File: src/rtl/acr_pkg.sv
// Purpose: Shared constants for the auto-start conversion readout sequencer.
// Assumes: 20 MHz system clock; all times are given in their own unit.
// Notes:   Cycle counts are derived here from the times and the clock rate.
package acr_pkg;

  // ----------------------------------------------------------------------
  // Clock
  // ----------------------------------------------------------------------
  localparam int CLK_HZ        = 20000000;
  localparam int CLK_MHZ       = 20;
  localparam int CLK_PERIOD_NS = 50;

  // ----------------------------------------------------------------------
  // Conversion time, internal oscillator
  // ----------------------------------------------------------------------
  localparam int CONV_SINGLE_US  = 66600;
  localparam int CONV_DUAL_US    = 73000;
  localparam int CONV_SINGLE_CYC = CONV_SINGLE_US * CLK_MHZ;
  localparam int CONV_DUAL_CYC   = CONV_DUAL_US * CLK_MHZ;
  localparam int CONV_CNT_W      = 21;

  // ----------------------------------------------------------------------
  // Front-end sampling clock
  // ----------------------------------------------------------------------
  localparam int SAMP_SINGLE_HZ  = 76800;
  localparam int SAMP_DUAL_HZ    = 69900;
  localparam int SAMP_SINGLE_CYC = CLK_HZ / SAMP_SINGLE_HZ;
  localparam int SAMP_DUAL_CYC   = CLK_HZ / SAMP_DUAL_HZ;
  localparam int SAMP_CNT_W      = 9;

  // ----------------------------------------------------------------------
  // Serial output frame
  // ----------------------------------------------------------------------
  localparam int SCK_HALF_NS   = 500;
  localparam int SCK_HALF_CYC  = (SCK_HALF_NS + CLK_PERIOD_NS - 1) / CLK_PERIOD_NS;
  localparam int HALF_CNT_W    = 4;
  localparam int FRAME_BITS    = 32;
  localparam int BIT_CNT_W     = 6;
  localparam int DATA_BITS     = 31;
  localparam logic EOC_DONE    = 1'h0;
  localparam logic EOC_BUSY    = 1'h1;

  typedef enum logic [3:0] {
    ACR_CONV  = 4'h1,
    ACR_SLEEP = 4'h2,
    ACR_WAKE  = 4'h4,
    ACR_SHIFT = 4'h8
  } acr_state_t;

endpackage

File: src/rtl/acr_autostart.sv
// Purpose: Auto-start conversion sequencer with internally clocked readout.
// Assumes: Pin inputs synchronous to mclk; analog threshold given as a level.
// Notes:   Conversion time counts mclk, also when an external clock is used.
`timescale 1ns/1ps

// Contract
// Keep weak chip-select pull-up on while converting.
// At conversion end sleep and enable the 25nA chip-select sink.
// Below 1.4V chip-select threshold, wake and start output unprompted.
// Output cycle spans first to 32nd rising serial clock edge.
// Serial data changes on every falling serial clock edge.
// Generate serial clock internally and drive it on the clock pin.
// After 32nd rising edge pull chip-select high, start new conversion.
// Reselect internal clock at each crossing; clock pull-up on during discharge.
// Far side never drives serial clock low during discharge.
// Conversion lasts 66.6ms single-notch, 73ms dual-notch.
// Drive serial data low as soon as conversion completes.
// Non-watching host waits over 66.6ms or 73ms between reads.
// Front-end sampling at 76800Hz single-notch, 69900Hz dual-notch.
// External oscillator: sampling clock is that input divided by two.
// Serial data and clock held high during conversion.
// First bit is done flag low; last bit on 32nd rising edge.
// Threshold crossing is a synchronised event, once per cycle.
module acr_autostart import acr_pkg::*; #(
  parameter int CONV_SINGLE_CYCLES = CONV_SINGLE_CYC,
  parameter int CONV_DUAL_CYCLES   = CONV_DUAL_CYC
) (
  input  wire logic                 mclk,          // System clock, 20 MHz
  input  wire logic                 rst_n,         // Synchronous reset, active low
  input  wire logic                 dual_notch,    // Dual-notch variant timing
  input  wire logic                 ext_clk_sel,   // External oscillator selected
  input  wire logic                 ext_clk_in,    // External oscillator level
  input  wire logic                 cs_below_thr,  // Chip-select under threshold
  input  wire logic                 sck_i,         // Serial clock pin level
  input  wire logic [DATA_BITS-1:0] conv_data,     // Result from the filter
  output logic                      cs_pullup_en,  // Weak chip-select pull-up
  output logic                      cs_sink_en,    // Chip-select discharge sink
  output logic                      sleep,         // Low-power sleep state
  output logic                      sck_o,         // Serial clock out
  output logic                      sck_oe,        // Serial clock drive enable
  output logic                      sck_pullup_en, // Weak serial clock pull-up
  output logic                      sdo_o,         // Serial data out
  output logic                      sdo_oe,        // Serial data drive enable
  output logic                      conv_busy,     // Conversion running
  output logic                      conv_done,     // Conversion end pulse
  output logic                      int_mode,      // Internal clock mode chosen
  output logic                      samp_en        // Front-end sampling pulse
);

  acr_state_t             st_reg;
  acr_state_t             st_next;
  logic [CONV_CNT_W-1:0]  conv_cnt_reg;
  logic [CONV_CNT_W-1:0]  conv_cnt_next;
  logic [HALF_CNT_W-1:0]  half_cnt_reg;
  logic [HALF_CNT_W-1:0]  half_cnt_next;
  logic [BIT_CNT_W-1:0]   bit_cnt_reg;
  logic [BIT_CNT_W-1:0]   bit_cnt_next;
  logic [FRAME_BITS-1:0]  shreg_reg;
  logic [FRAME_BITS-1:0]  shreg_next;
  logic                   sck_reg;
  logic                   sck_next;
  logic                   sdo_reg;
  logic                   sdo_next;
  logic                   mode_reg;
  logic                   mode_next;
  logic                   done_reg;
  logic                   done_next;
  logic                   thr_s1_reg;
  logic                   thr_s2_reg;
  logic                   thr_s3_reg;
  logic                   cross_evt;
  logic                   half_end;
  logic [CONV_CNT_W-1:0]  conv_top;

  // ----------------------------------------------------------------------
  // Threshold synchroniser
  // ----------------------------------------------------------------------
  always_ff @(posedge mclk) begin
    if (!rst_n) begin
      thr_s1_reg <= 1'b0;
      thr_s2_reg <= 1'b0;
      thr_s3_reg <= 1'b0;
    end else begin
      thr_s1_reg <= cs_below_thr;
      thr_s2_reg <= thr_s1_reg;
      thr_s3_reg <= thr_s2_reg;
    end
  end

  // Edge taken on the second stage; only sleep accepts it
  assign cross_evt = thr_s2_reg && !thr_s3_reg;
  assign half_end  = (half_cnt_reg == HALF_CNT_W'(SCK_HALF_CYC - 1));
  assign conv_top  = dual_notch ? CONV_CNT_W'(CONV_DUAL_CYCLES - 1)
                                : CONV_CNT_W'(CONV_SINGLE_CYCLES - 1);

  // ----------------------------------------------------------------------
  // Sequencer next state
  // ----------------------------------------------------------------------
  always_comb begin
    st_next       = st_reg;
    conv_cnt_next = conv_cnt_reg;
    half_cnt_next = half_cnt_reg;
    bit_cnt_next  = bit_cnt_reg;
    shreg_next    = shreg_reg;
    sck_next      = sck_reg;
    sdo_next      = sdo_reg;
    mode_next     = mode_reg;
    done_next     = 1'b0;
    case (st_reg)
      ACR_CONV: begin
        sck_next = 1'b1;
        sdo_next = EOC_BUSY;
        if (conv_cnt_reg == conv_top) begin
          conv_cnt_next = '0;
          done_next     = 1'b1;
          shreg_next    = {EOC_DONE, conv_data};
          sdo_next      = EOC_DONE;
          st_next       = ACR_SLEEP;
        end else begin
          conv_cnt_next = conv_cnt_reg + CONV_CNT_W'(1);
        end
      end
      ACR_SLEEP: begin
        if (cross_evt) begin
          // Clock pin level at the crossing picks the timing mode
          mode_next     = sck_i;
          half_cnt_next = '0;
          if (sck_i) begin
            sck_next = 1'b0;
            st_next  = ACR_WAKE;
          end else begin
            // External clock mode is not served here: skip the readout
            sdo_next = EOC_BUSY;
            st_next  = ACR_CONV;
          end
        end
      end
      ACR_WAKE: begin
        // Half a serial clock period low before the first rising edge
        if (half_end) begin
          half_cnt_next = '0;
          sck_next      = 1'b1;
          bit_cnt_next  = BIT_CNT_W'(1);
          st_next       = ACR_SHIFT;
        end else begin
          half_cnt_next = half_cnt_reg + HALF_CNT_W'(1);
        end
      end
      ACR_SHIFT: begin
        if (!half_end) begin
          half_cnt_next = half_cnt_reg + HALF_CNT_W'(1);
        end else if (sck_reg) begin
          half_cnt_next = '0;
          sck_next      = 1'b0;
          shreg_next    = {shreg_reg[FRAME_BITS-2:0], 1'b0};
          sdo_next      = shreg_reg[FRAME_BITS-2];
        end else if (bit_cnt_reg == BIT_CNT_W'(FRAME_BITS - 1)) begin
          // This rising edge is the 32nd: frame ends, conversion restarts
          half_cnt_next = '0;
          bit_cnt_next  = '0;
          sck_next      = 1'b1;
          sdo_next      = EOC_BUSY;
          st_next       = ACR_CONV;
        end else begin
          half_cnt_next = '0;
          sck_next      = 1'b1;
          bit_cnt_next  = bit_cnt_reg + BIT_CNT_W'(1);
        end
      end
      default: begin
        st_next       = ACR_CONV;
        conv_cnt_next = '0;
        sck_next      = 1'b1;
        sdo_next      = EOC_BUSY;
      end
    endcase
  end

  always_ff @(posedge mclk) begin
    if (!rst_n) begin
      st_reg       <= ACR_CONV;
      conv_cnt_reg <= '0;
      half_cnt_reg <= '0;
      bit_cnt_reg  <= '0;
      shreg_reg    <= '0;
      sck_reg      <= 1'b1;
      sdo_reg      <= EOC_BUSY;
      mode_reg     <= 1'b1;
      done_reg     <= 1'b0;
    end else begin
      st_reg       <= st_next;
      conv_cnt_reg <= conv_cnt_next;
      half_cnt_reg <= half_cnt_next;
      bit_cnt_reg  <= bit_cnt_next;
      shreg_reg    <= shreg_next;
      sck_reg      <= sck_next;
      sdo_reg      <= sdo_next;
      mode_reg     <= mode_next;
      done_reg     <= done_next;
    end
  end

  // ----------------------------------------------------------------------
  // Pins and status
  // ----------------------------------------------------------------------
  assign cs_pullup_en  = (st_reg == ACR_CONV);
  assign cs_sink_en    = (st_reg == ACR_SLEEP);
  assign sleep         = (st_reg == ACR_SLEEP);
  // Clock released in sleep so the pull-up lets the far side be sensed
  assign sck_oe        = (st_reg != ACR_SLEEP);
  assign sck_pullup_en = (st_reg == ACR_SLEEP);
  assign sck_o         = sck_reg;
  assign sdo_o         = sdo_reg;
  assign sdo_oe        = 1'b1;
  assign conv_busy     = (st_reg == ACR_CONV);
  assign conv_done     = done_reg;
  assign int_mode      = mode_reg;

  acr_samp_div u_samp (
    .mclk        (mclk),
    .rst_n       (rst_n),
    .run         (conv_busy),
    .dual_notch  (dual_notch),
    .ext_clk_sel (ext_clk_sel),
    .ext_clk_in  (ext_clk_in),
    .samp_en     (samp_en)
  );

  // ----------------------------------------------------------------------
  // Checks
  // ----------------------------------------------------------------------
  logic [CONV_CNT_W-1:0] chk_conv_cnt;
  logic [CONV_CNT_W-1:0] chk_frame_cnt;

  always_ff @(posedge mclk) begin
    if (!rst_n || st_reg != ACR_CONV) begin
      chk_conv_cnt <= '0;
    end else begin
      chk_conv_cnt <= chk_conv_cnt + CONV_CNT_W'(1);
    end
  end

  // Cycles spent in wake and shift; a lost or extra clock edge shows here
  always_ff @(posedge mclk) begin
    if (!rst_n || (st_reg != ACR_WAKE && st_reg != ACR_SHIFT)) begin
      chk_frame_cnt <= '0;
    end else begin
      chk_frame_cnt <= chk_frame_cnt + CONV_CNT_W'(1);
    end
  end
endmodule

File: src/rtl/acr_samp_div.sv
// Purpose: Front-end sampling clock enable, internal rate or external /2.
// Assumes: ext_clk_in is synchronous to mclk and slower than mclk / 2.
// Notes:   Output is a one-cycle enable pulse, registered one cycle after a cycle with run high.
`timescale 1ns/1ps
module acr_samp_div import acr_pkg::*; (
  input  wire logic mclk,        // System clock
  input  wire logic rst_n,       // Synchronous reset, active low
  input  wire logic run,         // Conversion in progress
  input  wire logic dual_notch,  // Dual-notch variant rate
  input  wire logic ext_clk_sel, // External oscillator on select pin
  input  wire logic ext_clk_in,  // External oscillator level
  output logic      samp_en      // Sampling clock enable pulse
);

  logic [SAMP_CNT_W-1:0] cnt_reg;
  logic [SAMP_CNT_W-1:0] cnt_next;
  logic                  ext_prev_reg;
  logic                  ext_phase_reg;
  logic                  ext_phase_next;
  logic                  samp_reg;
  logic                  samp_next;
  logic [SAMP_CNT_W-1:0] top;

  // ----------------------------------------------------------------------
  // Divider
  // ----------------------------------------------------------------------
  always_comb begin
    top            = dual_notch ? SAMP_CNT_W'(SAMP_DUAL_CYC - 1) : SAMP_CNT_W'(SAMP_SINGLE_CYC - 1);
    cnt_next       = cnt_reg;
    ext_phase_next = ext_phase_reg;
    samp_next      = 1'b0;
    if (!run) begin
      cnt_next       = '0;
      ext_phase_next = 1'b0;
    end else if (ext_clk_sel) begin
      // Every second external rising edge: period is two external periods
      if (ext_clk_in && !ext_prev_reg) begin
        ext_phase_next = !ext_phase_reg;
        samp_next      = ext_phase_reg;
      end
    end else if (cnt_reg == top) begin
      cnt_next  = '0;
      samp_next = 1'b1;
    end else begin
      cnt_next = cnt_reg + SAMP_CNT_W'(1);
    end
  end

  always_ff @(posedge mclk) begin
    if (!rst_n) begin
      cnt_reg       <= '0;
      ext_prev_reg  <= 1'b0;
      ext_phase_reg <= 1'b0;
      samp_reg      <= 1'b0;
    end else begin
      cnt_reg       <= cnt_next;
      ext_prev_reg  <= ext_clk_in;
      ext_phase_reg <= ext_phase_next;
      samp_reg      <= samp_next;
    end
  end

  assign samp_en = samp_reg;
endmodule

File: config.mk
export PLATFORM = sky130hd
export DESIGN_NAME = acr_autostart
export DESIGN_NICKNAME = d
export VERILOG_FILES = /design/src/rtl/acr_pkg.sv /design/src/rtl/acr_autostart.sv /design/src/rtl/acr_samp_div.sv
export SDC_FILE = /design/constraint.sdc
export NUM_CORES = 1
export LEC_CHECK = 0
export BUFFER_PORTS_ARGS = -buffer_cell sky130_fd_sc_hd__buf_2
export CELL_PAD_IN_SITES_DETAIL_PLACEMENT = 1
export CELL_PAD_IN_SITES_GLOBAL_PLACEMENT = 2
export CORE_UTILIZATION = 30
export CTS_BUF_LIST = sky130_fd_sc_hd__clkbuf_8
export CTS_CLUSTER_SIZE = 30
export DETAILED_ROUTE_END_ITERATION = 8
export PLACE_DENSITY_LB_ADDON = 0.2
export SLEW_MARGIN = 30
export SYNTH_ARGS = -nofsm -noshare
export SYNTH_HDL_FRONTEND = slang
export SYNTH_SLANG_ARGS = --single-unit
File: constraint.sdc
create_clock -name mclk -period 6.2 [get_ports mclk]
set_input_delay 0.93 -clock mclk [delete_from_list [all_inputs] [get_ports mclk]]
set_output_delay 0.93 -clock mclk [all_outputs]
set_load 0.02 [all_outputs]
==> results.cfg <==
[timing]
slew_viol_final = 0
final_report_setup_violation_count = 0
max-slew-margin-rel_pct = 38.39
timing.clock.skew_ps = 9.123
final_setup_margin_ps = 3088
unrepaired_setup_endpoints_after_global_routing = no
max_freq_mhz = 321.3
period_minus_slack_ps = 3112
setup_tns_ps = 0
final.period_utilization_pct = 50.20
least_margin_pin_slew_ps = 924.2
final_hold_viol_count = 0

[floorplanning]
floorplan.initialDensity_pct = 31.16
core_region_area_um2 = 14040
die_h_um = 122.8
fp-row-count = 43
dieArea_um2 = 15070
io_pins = 50
chip_width_um = 122.8

[setup_path]
worst_setup_path_end_kind = flop
arrival_ps = 3320
reg2regPathDepth = 7
timing_worst_setup_path_type = flop to flop
worst_setup_path_start_kind = flop
critical_register_to_register_path_endpoint = shreg_reg[15]
crit-reg2reg-launch = st_reg[0]
critical_path.max_fanout = 32
timing.critical_path.required_ps = 6410
slack_of_the_worst_reg_to_reg_path_ps = 3090

[final_layout]
final_design_instance_area_without_fill_um2 = 4878
final_cells = 715
n_fill_cell = 1671
number_of_flip_flops_in_the_largest_register = 31
syn_to_final_growth_pct = 11.50
antenna_cells_inserted = 0
drive_gt1_share_pct = 21.50
design.final.nets = 571

[run]
maxCapViolCount = 0

[routing]
post-route-drc-count = 0
wl_met2_mm = 5.268
route.antenna.remaining_nets = 0
dr.pass1.iters = 4
route.detailed.vias_per_inst = 5.218
detail_route.wirelength_mm = 11.28
detailroute.wirelength.met3_um = 297
drtIter0Drc = 140
drt-wirelength-per-cell_um = 15.77
m1WireLength_mm = 5.585
via_count = 3731
route.top_layer_used = met4

[logic_synthesis]
synth.yosys.seq_area_share_pct = 38.89
ffs_latches_synth = 85
proportion_of_netlist_area_held_by_the_largest_area_contributor_pct = 38.89
yosys.cell_types.count = 60
syn_inst = 502
count_of_flip_flops_with_a_built_in_enable_after_synthesis = 0
synth_top_cells_by_count = sky130_fd_sc_hd__dfxtp_1, sky130_fd_sc_hd__nand2_1, sky130_fd_sc_hd__nor2_1, sky130_fd_sc_hd__nor3_1, sky130_fd_sc_hd__a311oi_2
synthesis.area_um2 = 4375
yosys-top-cells-area = sky130_fd_sc_hd__dfxtp_1, sky130_fd_sc_hd__a311oi_2, sky130_fd_sc_hd__nand2_1
synthesis.area_per_instance_um2 = 8.716
synth_flop_type = sky130_fd_sc_hd__dfxtp_1
area_leader_netlist = sky130_fd_sc_hd__dfxtp_1
proportion_of_register_bits_with_asynchronous_set_or_reset_after_synthesis_pct = 0
synth_nets = 543
synthesis.yosys.warnings = 0

[global_routing]
groute.usage.overall_pct = 16.45
grt_pass1_wl_mm = 19.13
pin_count_of_the_biggest_net_entering_global_routing = 47
number_of_global_route_vias_before_repair = 3772
grt_antenna_before_repair = 0
grt.overflow.total = 0

[cts]
cts_root_buf = sky130_fd_sc_hd__clkbuf_8
cts_inserted_buffers = 9
clk_pin_slew_ps = 90
tritoncts = built
cts_max_path_buffers = 2
clock_insertion_delay_worst_skew_ps = 380
cts_hold_fix_bufs = 0
cts_sinks = 85
htree_num_levels = 3
postCtsSetupBuffers = 0
post_cts.resized_instances = 0

[min_path]
whs_endpoint = shreg_reg[0]
hold_start = shreg_reg[0]
hold_path_depth = 2
hp-class = flop to flop

[placement]
portBuffers = 48
detailedPlacementHpwl_mm = 7.498
post-place-ws_ps = 2670
finalWeightedCongestion = 0.6971
dpl_cell_area_um2 = 4654
post-place-cells = 699

[pwr]
vdd_ir_drop_max_uv = 89.72
swShare_pct = 25.31
power.sequential.fraction_pct = 51.3
power_density_nw_per_um2 = 226.8
switching_power_mw = 0.2801
power.internal_mw = 0.8264
clkPwrFrac_pct = 40.8
power.static_leakage_nw = 1.688
power.share.combinational_pct = 7.9

[outcome]
run_status = completed
## cell usage in the layout, fill, tap and decap left out, types with 10 or more instances in the layout
cell type / instances
sky130_fd_sc_hd__nand2_1: 85
sky130_fd_sc_hd__dfxtp_1: 85
sky130_fd_sc_hd__buf_2: 48
sky130_fd_sc_hd__nor3_1: 35
sky130_fd_sc_hd__nor2_1: 35
sky130_fd_sc_hd__a311oi_2: 29
sky130_fd_sc_hd__nand3_1: 20
sky130_fd_sc_hd__a21oi_1: 18
sky130_fd_sc_hd__xor2_1: 17
sky130_fd_sc_hd__o21ai_0: 17
sky130_fd_sc_hd__nand4_1: 10
sky130_fd_sc_hd__clkbuf_8: 10
## through the flow
| step | hold WS [ps] | util [%] | power [mW] |
|---|---|---|---|
| final | 458.1 | 34.74 | 1.106 |
| after global routing | 471.3 | 34.74 | 1.165 |
| after CTS | 460.0 | 34.74 | 1.129 |
| after detailed placement | 435.8 | 33.15 | 0.6707 |
| after global placement | 436.2 | 33.12 | 0.6673 |
| after floorplan | 411.9 | - | 0.6368 |
## cells by family after synthesis
group,after synthesis,synth area share [%]
xor+xnor,22,4.404
simple gates,245,28.68
other cells,1,0.08571
fa+ha+maj,3,0.8580
mux,4,0.9151
flops,85,38.89
buf+inv,47,6.577
compound gates,95,19.59
## power by group through the flow
stage	clock, mW	combinational [mW]	sequential, mW
3_5_place_dp	0	0.0905	0.580
3_3_place_gp	0	0.0877	0.580
5_1_grt	0.495	0.0996	0.570
6_report	0.451	0.0879	0.567
2_1_floorplan	0	0.0604	0.576
4_1_cts	0.471	0.0908	0.568
## worst max-delay path by stage
stage | from | to | slack [ps] | depth (start not counted)
global placement | dual_notch | shreg_reg[13] | 2740 | 7
detailed placement | dual_notch | shreg_reg[11] | 2670 | 7
global route | st_reg[0] | shreg_reg[11] | 2810 | 7
floorplan | st_reg[2] | sck_oe | 3110 | 3
CTS | st_reg[0] | shreg_reg[11] | 3010 | 7
finish | st_reg[0] | shreg_reg[15] | 3090 | 7
## critical path, cell delays in order (launching register included)
cell                       delay [ps]
sky130_fd_sc_hd__dfxtp_1          550
sky130_fd_sc_hd__inv_1            120
sky130_fd_sc_hd__or4_4            570
sky130_fd_sc_hd__inv_2            130
sky130_fd_sc_hd__and4_1           210
sky130_fd_sc_hd__buf_4            340
sky130_fd_sc_hd__or2_2            800
sky130_fd_sc_hd__a311oi_2         210
## layout make-up
| cell class | count | area (um^2) | area share [%] |
|---|---|---|---|
| multi-input combinational | 370 | 2405 | 49.29 |
| sequential | 85 | 1702 | 34.88 |
| timing repair buffer | 54 | 285.3 | 5.848 |
| tap | 180 | 225.2 | 4.617 |
| clock buffer | 10 | 137.6 | 2.821 |
| clock inverter | 6 | 86.33 | 1.770 |
| inverter | 10 | 37.54 | 0.7694 |
## metal layers
layer,vias up,track usage (%)
li1,1860,-
met1,1830,21.09
met2,34,26.83
met3,7,4.461
met4,0,4.802
met5,-,0
(Power assumes the default switching activity.)
